===== config.mk =====
export PLATFORM = sky130hd
export DESIGN_NAME = iosld_top
export DESIGN_NICKNAME = d
export VERILOG_FILES = /design/src/iosld_top.v /design/src/iosld_hex7seg.v
export VERILOG_INCLUDE_DIRS = /design/src
export SDC_FILE = /design/constraint.sdc
export NUM_CORES = 1
export LEC_CHECK = 0
export BUFFER_PORTS_ARGS = -buffer_cell sky130_fd_sc_hd__buf_2
export CORE_ASPECT_RATIO = 0.75
export CORE_MARGIN = 1.5
export CORE_UTILIZATION = 56
export CTS_BUF_LIST = sky130_fd_sc_hd__clkbuf_8
export DETAILED_ROUTE_END_ITERATION = 6
export GPL_TIMING_DRIVEN = 1
export PLACE_DENSITY = 0.82
export SYNTH_ARGS = -nofsm -noshare
export SYNTH_HDL_FRONTEND = slang
export SYNTH_SLANG_ARGS = --single-unit

===== constraint.sdc =====
create_clock -name clk_sys_in -period 3.5 [get_ports clk_sys_in]
set_input_delay 1.05 -clock clk_sys_in [delete_from_list [all_inputs] [get_ports clk_sys_in]]
set_output_delay 1.05 -clock clk_sys_in [all_outputs]
set_load 0.01 [all_outputs]

===== src/iosld_defines.vh =====
// Contract
// - Segment mode: rightmost digit a-g show forward, reverse, general inputs one-five.
// - Segment mode: third digit a/b lit while first/second transistor output conducts.
// - Segment mode: leftmost digit a lit while alarm common-to-open contact closed.
// - All terminal inputs off: segment g lit on all four digits (dashes).
// - Hex mode: 16-bit word, unassigned bits zero, leftmost digit is top nibble.
// - Input word: forward bit 0, reverse bit 1, general inputs bits 2-6.
// - Output word: first transistor output bit 0, second bit 1.
// - Output word: alarm relay contact state at bit 8.
// - Comm control: commands at input bits 13-15, shown on second digit f,g,dp.
// - Comm control: displayed inputs come from the received operation command word.
// - Comm control: command bits shown in normal logic, no input inversion.
// - Option card: inputs, select and outputs mapped onto digits one to three.
// - Option word: inputs bits 0-11, select bit 12; outputs bits 0-7.
// - Up or down key toggles segment and hex mode on digital items.
`ifndef IOSLD_DEFINES_VH
`define IOSLD_DEFINES_VH

// Register byte offsets on the APB slave.
`define IOSLD_OFF_CTRL 8'h00
`define IOSLD_OFF_CMD 8'h04
`define IOSLD_OFF_INV 8'h08
`define IOSLD_OFF_IN_WORD 8'h0c
`define IOSLD_OFF_OUT_WORD 8'h10
`define IOSLD_OFF_DISP 8'h14

// Control register fields.
`define IOSLD_CTRL_ITEM_LSB 0
`define IOSLD_CTRL_ITEM_MSB 1
`define IOSLD_CTRL_HEX_BIT 2
`define IOSLD_CTRL_WSEL_BIT 3

// Display item codes.
`define IOSLD_ITEM_TERM 2'h0
`define IOSLD_ITEM_COMM 2'h1
`define IOSLD_ITEM_OPT 2'h2

// Reset values.
`define IOSLD_ITEM_RST 2'h0
`define IOSLD_HEX_RST 1'b0
`define IOSLD_WSEL_RST 1'b0
`define IOSLD_CMD_RST 16'h0000
`define IOSLD_INV_RST 7'h00

// Word bit positions.
`define IOSLD_BIT_FWD 0
`define IOSLD_BIT_REV 1
`define IOSLD_BIT_GEN_LSB 2
`define IOSLD_BIT_GEN_MSB 6
`define IOSLD_BIT_Y1 0
`define IOSLD_BIT_Y2 1
`define IOSLD_BIT_ALARM 8
`define IOSLD_BIT_XF 13
`define IOSLD_BIT_XR 14
`define IOSLD_BIT_RST 15
`define IOSLD_BIT_SEL 12

// Command word bits that carry a meaning; the rest are zero in the input word.
`define IOSLD_CMD_MASK 16'he07f

// Segment g alone, the dash pattern.
`define IOSLD_SEG_DASH 8'h40

`endif


===== src/iosld_top.v =====
`include "iosld_defines.vh"

// Terminal status formatter for the four-digit LED monitor.
module iosld_top #(
	parameter ADDR_W = 8
) (
	// Clock and reset.
	input wire clk_sys_in,
	input wire nrst_in,
	// APB slave.
	input wire psel_in,
	input wire penable_in,
	input wire pwrite_in,
	input wire [ADDR_W-1:0] paddr_in,
	input wire [31:0] pwdata_in,
	output reg [31:0] prdata_out,
	output reg pready_out,
	output reg pslverr_out,
	// Control circuit terminals, high while closed or conducting.
	input wire forward_run_input_in,
	input wire reverse_run_input_in,
	input wire [4:0] general_digital_inputs_in,
	input wire first_transistor_output_in,
	input wire second_transistor_output_in,
	input wire alarm_relay_contact_in,
	// Digital I/O option card terminals.
	input wire [11:0] option_card_inputs_in,
	input wire option_card_select_in,
	input wire [7:0] option_card_outputs_in,
	// Operator keys.
	input wire key_up_in,
	input wire key_down_in,
	// LED digits, segment a in bit 0 through dp in bit 7.
	output reg [7:0] led1_seg_out,
	output reg [7:0] led2_seg_out,
	output reg [7:0] led3_seg_out,
	output reg [7:0] led4_seg_out,
	output reg hex_mode_out
);

	localparam PIN_W = 33;

	// Synchroniser stages and key history.
	reg [PIN_W-1:0] pin_meta_r;
	reg [PIN_W-1:0] pin_sync_r;
	reg [1:0] key_prev_r;

	// Software registers.
	reg [1:0] item_r;
	reg hex_mode_r;
	reg hex_mode_nxt;
	reg word_sel_r;
	reg [15:0] cmd_r;
	reg [6:0] inv_r;

	// Decoded terminal states.
	wire [PIN_W-1:0] pin_raw;
	wire fwd_s;
	wire rev_s;
	wire [4:0] gen_s;
	wire y1_s;
	wire y2_s;
	wire alarm_s;
	wire [11:0] opt_in_s;
	wire opt_sel_s;
	wire [7:0] opt_out_s;
	wire [1:0] key_s;
	wire key_event;

	// Words and display patterns.
	wire [6:0] term_inputs;
	wire [15:0] term_in_word;
	wire [15:0] comm_in_word;
	wire [15:0] base_out_word;
	wire [15:0] opt_in_word;
	wire [15:0] opt_out_word;
	reg [15:0] in_word;
	reg [15:0] out_word;
	wire [15:0] hex_word;
	wire [6:0] hex_seg0;
	wire [6:0] hex_seg1;
	wire [6:0] hex_seg2;
	wire [6:0] hex_seg3;
	reg [7:0] led1_nxt;
	reg [7:0] led2_nxt;
	reg [7:0] led3_nxt;
	reg [7:0] led4_nxt;

	// APB decode.
	wire apb_access;
	wire apb_done;
	wire addr_hit;
	reg [31:0] rd_data;
	reg rd_hit;

	// All pins arrive from outside the clock domain in one vector.
	assign pin_raw = {key_down_in, key_up_in, option_card_outputs_in,
		option_card_select_in, option_card_inputs_in,
		alarm_relay_contact_in, second_transistor_output_in,
		first_transistor_output_in, general_digital_inputs_in,
		reverse_run_input_in, forward_run_input_in};

	// Two stages per pin; only the second stage feeds any logic.
	always @(posedge clk_sys_in)
	begin
		if (!nrst_in)
		begin
			pin_meta_r <= {PIN_W{1'b0}};
			pin_sync_r <= {PIN_W{1'b0}};
		end
		else
		begin
			pin_meta_r <= pin_raw;
			pin_sync_r <= pin_meta_r;
		end
	end

	// Unpack the synchronised pins.
	assign fwd_s = pin_sync_r[0];
	assign rev_s = pin_sync_r[1];
	assign gen_s = pin_sync_r[6:2];
	assign y1_s = pin_sync_r[7];
	assign y2_s = pin_sync_r[8];
	assign alarm_s = pin_sync_r[9];
	assign opt_in_s = pin_sync_r[21:10];
	assign opt_sel_s = pin_sync_r[22];
	assign opt_out_s = pin_sync_r[30:23];
	assign key_s = pin_sync_r[32:31];

	// A key press is the rising edge of either key.
	always @(posedge clk_sys_in)
	begin
		if (!nrst_in)
			key_prev_r <= 2'h0;
		else
			key_prev_r <= key_s;
	end

	assign key_event = |(key_s & ~key_prev_r);

	// Terminal inputs pass through the inversion mask; commands do not.
	assign term_inputs = {gen_s, rev_s, fwd_s} ^ inv_r;

	// Input word of the local terminals.
	assign term_in_word = {9'h000, term_inputs};

	// Communicated commands in normal logic, unused bits forced low.
	assign comm_in_word = cmd_r & `IOSLD_CMD_MASK;

	// Output word: transistor outputs low, alarm contact at bit 8.
	assign base_out_word = {7'h00, alarm_s, 6'h00, y2_s, y1_s};

	// Option card words.
	assign opt_in_word = {3'h0, opt_sel_s, opt_in_s};
	assign opt_out_word = {8'h00, opt_out_s};

	// Pick the words of the item on show.
	always @*
	begin
		in_word = term_in_word;
		out_word = base_out_word;
		case (item_r)
			`IOSLD_ITEM_COMM:
			begin
				in_word = comm_in_word;
				out_word = base_out_word;
			end
			`IOSLD_ITEM_OPT:
			begin
				in_word = opt_in_word;
				out_word = opt_out_word;
			end
			default:
			begin
				in_word = term_in_word;
				out_word = base_out_word;
			end
		endcase
	end

	// Hex mode shows one word; software picks input or output.
	assign hex_word = word_sel_r ? out_word : in_word;

	// One decoder per digit, led1 carries the least significant nibble.
	iosld_hex7seg u_hex0 (
		.nibble_in(hex_word[3:0]),
		.seg_out(hex_seg0)
	);

	iosld_hex7seg u_hex1 (
		.nibble_in(hex_word[7:4]),
		.seg_out(hex_seg1)
	);

	iosld_hex7seg u_hex2 (
		.nibble_in(hex_word[11:8]),
		.seg_out(hex_seg2)
	);

	iosld_hex7seg u_hex3 (
		.nibble_in(hex_word[15:12]),
		.seg_out(hex_seg3)
	);

	// Segment patterns; segments without a terminal stay dark except segment g while dashes show.
	always @*
	begin
		led1_nxt = 8'h00;
		led2_nxt = 8'h00;
		led3_nxt = 8'h00;
		led4_nxt = 8'h00;
		if (hex_mode_r)
		begin
			led1_nxt = {1'b0, hex_seg0};
			led2_nxt = {1'b0, hex_seg1};
			led3_nxt = {1'b0, hex_seg2};
			led4_nxt = {1'b0, hex_seg3};
		end
		else if (item_r == `IOSLD_ITEM_OPT)
		begin
			led1_nxt = opt_in_s[7:0];
			led2_nxt = {3'h0, opt_sel_s, opt_in_s[11:8]};
			led3_nxt = opt_out_s;
			led4_nxt = 8'h00;
		end
		else
		begin
			led1_nxt = {1'b0, in_word[6:0]};
			led2_nxt = {in_word[`IOSLD_BIT_RST], in_word[`IOSLD_BIT_XR],
				in_word[`IOSLD_BIT_XF], 5'h00};
			led3_nxt = {6'h00, out_word[`IOSLD_BIT_Y2],
				out_word[`IOSLD_BIT_Y1]};
			led4_nxt = {7'h00, out_word[`IOSLD_BIT_ALARM]};
			// The dash pattern is laid over the outputs so they stay visible.
			if (in_word == 16'h0000)
			begin
				led1_nxt = led1_nxt | `IOSLD_SEG_DASH;
				led2_nxt = led2_nxt | `IOSLD_SEG_DASH;
				led3_nxt = led3_nxt | `IOSLD_SEG_DASH;
				led4_nxt = led4_nxt | `IOSLD_SEG_DASH;
			end
		end
	end

	// Every digit is registered so the pins never glitch.
	always @(posedge clk_sys_in)
	begin
		if (!nrst_in)
		begin
			led1_seg_out <= 8'h00;
			led2_seg_out <= 8'h00;
			led3_seg_out <= 8'h00;
			led4_seg_out <= 8'h00;
			hex_mode_out <= `IOSLD_HEX_RST;
		end
		else
		begin
			led1_seg_out <= led1_nxt;
			led2_seg_out <= led2_nxt;
			led3_seg_out <= led3_nxt;
			led4_seg_out <= led4_nxt;
			hex_mode_out <= hex_mode_r;
		end
	end

	// One wait state: pready rises in the second access cycle.
	assign apb_access = psel_in & penable_in;
	assign apb_done = apb_access & pready_out;

	// Read mux; an unknown address answers zero with an error.
	always @*
	begin
		rd_data = 32'h0000_0000;
		rd_hit = 1'b1;
		case (paddr_in)
			`IOSLD_OFF_CTRL:
				rd_data = {28'h0000000, word_sel_r, hex_mode_r, item_r};
			`IOSLD_OFF_CMD:
				rd_data = {16'h0000, cmd_r};
			`IOSLD_OFF_INV:
				rd_data = {25'h0000000, inv_r};
			`IOSLD_OFF_IN_WORD:
				rd_data = {16'h0000, in_word};
			`IOSLD_OFF_OUT_WORD:
				rd_data = {16'h0000, out_word};
			`IOSLD_OFF_DISP:
				rd_data = {led4_seg_out, led3_seg_out, led2_seg_out,
					led1_seg_out};
			default:
			begin
				rd_data = 32'h0000_0000;
				rd_hit = 1'b0;
			end
		endcase
	end

	assign addr_hit = rd_hit;

	// Bus answer registers.
	always @(posedge clk_sys_in)
	begin
		if (!nrst_in)
		begin
			pready_out <= 1'b0;
			prdata_out <= 32'h0000_0000;
			pslverr_out <= 1'b0;
		end
		else if (apb_access && !pready_out)
		begin
			pready_out <= 1'b1;
			prdata_out <= pwrite_in ? 32'h0000_0000 : rd_data;
			pslverr_out <= ~addr_hit;
		end
		else
		begin
			pready_out <= 1'b0;
			prdata_out <= 32'h0000_0000;
			pslverr_out <= 1'b0;
		end
	end

	// A key press beats a simultaneous software write of the mode bit.
	always @*
	begin
		hex_mode_nxt = hex_mode_r;
		if (apb_done && pwrite_in && paddr_in == `IOSLD_OFF_CTRL)
			hex_mode_nxt = pwdata_in[`IOSLD_CTRL_HEX_BIT];
		if (key_event)
			hex_mode_nxt = ~hex_mode_r;
	end

	// Writable registers change at the completing edge; the mode bit also flips on a key press.
	always @(posedge clk_sys_in)
	begin
		if (!nrst_in)
		begin
			item_r <= `IOSLD_ITEM_RST;
			hex_mode_r <= `IOSLD_HEX_RST;
			word_sel_r <= `IOSLD_WSEL_RST;
			cmd_r <= `IOSLD_CMD_RST;
			inv_r <= `IOSLD_INV_RST;
		end
		else
		begin
			hex_mode_r <= hex_mode_nxt;
			if (apb_done && pwrite_in)
			begin
				case (paddr_in)
					`IOSLD_OFF_CTRL:
					begin
						item_r <= pwdata_in[`IOSLD_CTRL_ITEM_MSB:
							`IOSLD_CTRL_ITEM_LSB];
						word_sel_r <= pwdata_in[`IOSLD_CTRL_WSEL_BIT];
					end
					`IOSLD_OFF_CMD:
						cmd_r <= pwdata_in[15:0];
					`IOSLD_OFF_INV:
						inv_r <= pwdata_in[6:0];
					default:
						cmd_r <= cmd_r;
				endcase
			end
		end
	end

endmodule


===== src/iosld_hex7seg.v =====
// Hex digit to seven segments, segment a in bit 0 through g in bit 6.
module iosld_hex7seg (
	// Nibble to show.
	input wire [3:0] nibble_in,
	// Segment pattern, high lights the segment.
	output reg [6:0] seg_out
);

	// Lower-case b and d keep them distinct from 8 and 0.
	always @*
	begin
		case (nibble_in)
			4'h0: seg_out = 7'h3f;
			4'h1: seg_out = 7'h06;
			4'h2: seg_out = 7'h5b;
			4'h3: seg_out = 7'h4f;
			4'h4: seg_out = 7'h66;
			4'h5: seg_out = 7'h6d;
			4'h6: seg_out = 7'h7d;
			4'h7: seg_out = 7'h07;
			4'h8: seg_out = 7'h7f;
			4'h9: seg_out = 7'h6f;
			4'ha: seg_out = 7'h77;
			4'hb: seg_out = 7'h7c;
			4'hc: seg_out = 7'h39;
			4'hd: seg_out = 7'h5e;
			4'he: seg_out = 7'h79;
			default: seg_out = 7'h71;
		endcase
	end

endmodule


======== Word level (Yosys, flattened, before mapping) ========
Memories as Yosys holds them, arrays and structs flattened.
Index checks and enable logic that the tools add are counted.
storage, ports and cells
  register bits after elaboration ......... 162
  bits in latches ......................... 0
  RAM bits ................................ 0
  ROM bits ................................ 448
  output and inout bits ................... 67
  memories ................................ 4
operators by class
  add/sub/neg operators ................... 0
  multiply operators ...................... 0
  div/mod/pow operators ................... 0
  magnitude comparators ................... 0
  equal/unequal tests ..................... 7
  shift operators ......................... 0
  muxes and demuxes ....................... 20
  bitwise operators ....................... 9
  reductions and logical operators ........ 16
memory list
  memory            words  bits a word  read ports  clocked after Yosys merged registers in  wr ports  line                RTL
  (name not given)  16     7            1           0                                        0         iosld_hex7seg.v:12  case (nibble_in)
  (name not given)  16     7            1           0                                        0         iosld_hex7seg.v:12
  (name not given)  16     7            1           0                                        0         iosld_hex7seg.v:12
  (name not given)  16     7            1           0                                        0         iosld_hex7seg.v:12
operators with widths
  cell                count
  $pmux 32 s6         1
  $mux 7              10
  $pmux 16 s2         1
  $eq 8x4->1 const B  2
  $eq 8x5->1 const B  2
  $logic_not 16->1    1
  $mux 16             1
  $mux 8              2
  $mux 9              1
  $eq 8x3->1 const B  1
  $logic_not 8->1     1
  $reduce_and 2->1    4
  $xor 7x7->7         1
  $reduce_or 3->1     2
  $reduce_or 6->1     1
  $mux 1              4
  $not 1->1           4
  $reduce_or 2->1     2
  $logic_and 1x1->1   3
  $and 1x1->1         2
  $and 2x2->2         1
  $eq 2x1->1 const B  1
  $eq 2x2->1 const B  1
  $not 2->2           1
  other kinds (2)     2

======== Logic depth before layout (Yosys ltp) ========
  depth after elaboration ................. 6
  depth in mapped cells ................... 13
  depth with buffers taken out ............ 11

======== Hierarchy ========
A second synthesis with hierarchy kept.
unflattened totals
  cell total of the unflattened synthesis .. 758
  area total of the unflattened synthesis .. 7,118.1 um2
by module, submodules not included
  module                       times used  cells each  area an instance (um2)  seq. area each (um2)
  iosld_top                    1           626         5,959.5                 3,203.1
  iosld_hex7seg at u_hex0 ...  3           33          290.3                   0.0
  iosld_hex7seg at u_hex3      1           33          287.8                   0.0

======== Least setup slack after synthesis ========
OpenSTA, ideal clock, no wires.
  path kind ............................... input -> register
  start point ............................. input port paddr_in[1]
  end point ............................... register cmd_r[0]
  setup time .............................. 128 ps
  data arrival time ....................... 2,803 ps
  data required time ...................... 3,372 ps
  setup slack ............................. 570 ps
  stages .................................. 6
  path through ............................ or3_4 or4_4 nor4_4 buf_6 mux2i_1 nor2_1
on the way
  longest elaborated chain between the ends .. 2
ends and longest elaborated chain
  element                     line             RTL
  start: declaration          iosld_top.v:14   input wire [ADDR_W-1:0] paddr_in,
  $eq 8x3->1                  iosld_top.v:348  case (paddr_in)
  $reduce_and 2->1 (no line)  --
  end signal: assignment      iosld_top.v:340  cmd_r <= `IOSLD_CMD_RST;
  end signal: assignment      iosld_top.v:356  cmd_r <= pwdata_in[15:0];
  end signal: assignment      iosld_top.v:360  cmd_r <= cmd_r;
  end: declaration            iosld_top.v:53   reg [15:0] cmd_r;
Every way passes these cells.
A chain may end at the register's enable or synchronous reset.

======== Worst setup path after layout ========
  start point ............................. register item_r[0]
  end point ............................... register led3_seg_out[5]
on the way
  longest elaborated chain between the ends .. 5
  elaborated cells between the ends (all ways) .. 8
  those cells by class .................... eq/ne: 2; mux: 5; memory: 1
ends and longest elaborated chain
  element                                   line             RTL
  start: declaration                        iosld_top.v:49   reg [1:0] item_r;
  start signal: assignment                  iosld_top.v:337  item_r <= `IOSLD_ITEM_RST;
  start signal: assignment                  iosld_top.v:351  item_r <= pwdata_in[`IOSLD_CTRL_ITEM_MSB:
  $eq 2x2->1 or $eq 2x1->1 (tied branches)  iosld_top.v:162  case (item_r)
  $pmux 16 s2 or $mux 9 (tied branches)     iosld_top.v:162
  $mux 16                                   iosld_top.v:182  assign hex_word = word_sel_r ? out_word : in_word;
  $mem_v2 16x7                              --
  $mux 7 *                                  iosld_top.v:212  if (hex_mode_r)
  end signal: assignment                    iosld_top.v:260  led3_seg_out <= led3_nxt;
  end: declaration                          iosld_top.v:36   output reg [7:0] led3_seg_out,
Every way passes the cells marked *; elsewhere a longest branch is shown, timed or not.

==> results.yml <==
global_routing:
  grt_usage_pct: 29.6
  grt_pass1_wl_um: 29100
  antenna_found_initial: 0
  grt_pass1_vias: 5655
  grt-ovfl-total: 0
  grt_max_degree: 53
setup_path:
  endpoint_kind: "register"
  critical-path-top-delay-family: "compound AO/OA/AOI/OAI gates"
  critPathMaxFanout: 12
  crit_required_ns: 3.84
  crit_type: "reg2reg"
  path_cells: "inv_1, ha_1, buf_4, nor2b_1, a21oi_1, inv_1, ha_1, mux2i_1, o32a_1, a21oi_1, nor2_1"
  start_kind: "register"
  cp_slowest_cell: "nor2b_1"
  max_stage_delay_ns: 0.45
  crit_buf_inv: 3
  cp.arrival_ns: 3.36
floorplan:
  start_util_pct: 58.1
  die_h_um: 98.6
  ios: 145
  fp.dieArea_um2: 12900
  fp.dieW_um: 130
  core_um2: 11700
  num_rows: 34
run:
  cap_violations: 0
placed_design:
  port_buffers: 126
  place_area_um2: 7600
  gp_congestion: 0.981
  place_hpwl_um: 13700
route:
  drt_first_iter_violations: 560
  via_per_inst: 5.82
  wl_per_cell_um: 18.1
  routed_wl_um: 18400
  drc: 0
  drtAntennaViolNets: 0
  drt-pass1-iter-count: 6
  vias: 5895
pwr:
  p_leak_nw: 3.50
  powerDensity_nw_per_um2: 442
  ir_drop_mv: 0.306
synthesis:
  synth_edf_count: 0
  synth_top_cell_by_area: "dfxtp_1"
  synth_ff_type: "dfxtp_1"
  synth.most_common_cell: "dfxtp_1"
  synth_area_per_cell_um2: 9.46
  synthArstFlopShare_pct: 0
  synth_cells: 721
  synth_commonest_cells: "dfxtp_1 (160), and2_1 (86), nor2_1 (63), nand2_1 (40), clkbuf_1 (39)"
  seq_area_frac_synth_pct: 47.0
  yosys_warnings: 0
  ys_seq_elements: 160
  yosys.cell_types.count: 67
  netlist_top_cells_area: "dfxtp_1 (47%), and2_1 (7.9%), ha_1 (5.5%)"
  netlist_area_um2: 6820
  synth_top_cell_area_share_pct: 47.0
cts:
  cts_root_buffer: "clkbuf_8"
  post_cts_resized: 0
  cts.sinks: 160
  cts_setup_buffers: 0
  numCtsBuffers: 17
  clock_latency_ns: 0.45
  cts_tree: "done"
  cts_max_level: 4
  clock_path_buffers: 2
  clkTransAtPathRegs_ns: 0.10
  hold_buffers: 0
cells_and_area:
  n_antenna_cell: 0
  layout.nets: 946
  drive_gt1_share_pct: 22.9
  final_design_area_no_fill_um2: 8010
  syn_to_final_growth_pct: 17.5
min_path:
  min_path_type: "reg2reg"
outcome:
  status: "completed"
sta:
  slew_viol_final: 0
  setup_viol: 0
  finalHoldViolations: 0
  tightest_slew_ns: 0.753
  fin_tns_setup_ns: 0
  period_share_pct: 86.5
  period_needed_ns: 3.03
  rsz0062_at_grt: "no"
  fmax_ghz: 0.330
  fin_worst_skew_ns: 0.0102
  slew_headroom_pct: 49.4
[power by group]
group	switching [mW]	total, mW	internal [mW]
Clock	0.764	1.39	0.624
Combinational	0.139	0.242	0.103
Sequential	0.0339	1.91	1.88
[final cells by class]
cell class	count	area (µm²)
clock buffer	18	248
inverter	21	78.8
fill	949	3730
sequential	160	3200
tap	162	203
clock inverter	14	163
timing repair buffer	144	766
multi-input combinational	494	3350
[cell families after synthesis]
| logic type | count (synthesis) | synth area share, % |
|---|---|---|
| buf+inv | 68 | 3.98 |
| flops | 160 | 47.0 |
| other cells | 1 | 0.0550 |
| fa+ha+maj | 30 | 5.51 |
| compound gates | 149 | 15.1 |
| mux | 41 | 6.70 |
| xor+xnor | 8 | 1.03 |
| simple gates | 264 | 20.6 |
[sequential cells by signal (all words and copies together), names as in the netlist]
signal	count
pin_meta_r	33
pin_sync_r	33
prdata_out	31
cmd_r	16
led1_seg_out	8
led2_seg_out	8
led3_seg_out	8
inv_r	7
led4_seg_out	7
item_r	2
key_prev_r	2
hex_mode_out	1
hex_mode_r	1
pready_out	1
pslverr_out	1
word_sel_r	1
[layer usage]
| metal | track usage, % | vias to the layer above | routed length, µm |
|---|---|---|---|
| met5 | 0 | - | 0 |
| met4 | 10.1 | 0 | 340 |
| met3 | 8.69 | 38 | 2210 |
| met2 | 43.4 | 382 | 7770 |
| met1 | 41.8 | 2713 | 8050 |
| li1 | - | 2762 | - |
[cell usage in the layout (no fill, tap or decap), types with 9 or more instances in the layout]
master	n
dfxtp_1	160
buf_2	126
and2_1	86
nor2_1	63
nand2_1	40
a21oi_1	31
mux2i_1	31
ha_1	30
o21ai_0	26
nand3_1	24
inv_1	19
clkbuf_8	18
buf_4	18
a211oi_1	10
a222oi_1	9
o22ai_1	9
[stage by stage]
step | hold slack [ns] | util (%) | setup WS [ns] | cells | power (mW)
6_report | 0.440 | 68.2 | 0.471 | 1013 | 3.54
5_1_grt | 0.458 | 68.2 | 0.340 | 1013 | 3.67
4_1_cts | 0.438 | 68.2 | 0.529 | 1013 | 3.56
3_5_place_dp | 0.418 | 64.7 | 0.443 | 981 | 2.19
3_3_place_gp | 0.415 | 64.7 | 0.506 | 981 | 2.18
2_1_floorplan | 0.410 | - | 0.570 | 722 | 2.08
[final timing paths]
kind | from | to | slack [ns] | depth (start not counted)
setup / recovery | item_r[0]$_SDFFE_PN0P_ | led3_seg_out[5]$_SDFF_PN0_ | 0.47 | 11
hold reg to reg | pin_meta_r[28]$_SDFF_PN0_ | pin_sync_r[28]$_SDFF_PN0_ | 0.44 | 1
setup reg to reg | item_r[0]$_SDFFE_PN0P_ | led3_seg_out[5]$_SDFF_PN0_ | 0.47 | 11
hold / removal | pin_meta_r[28]$_SDFF_PN0_ | pin_sync_r[28]$_SDFF_PN0_ | 0.44 | 1
Note: power is estimated with default switching activity, not from simulation.
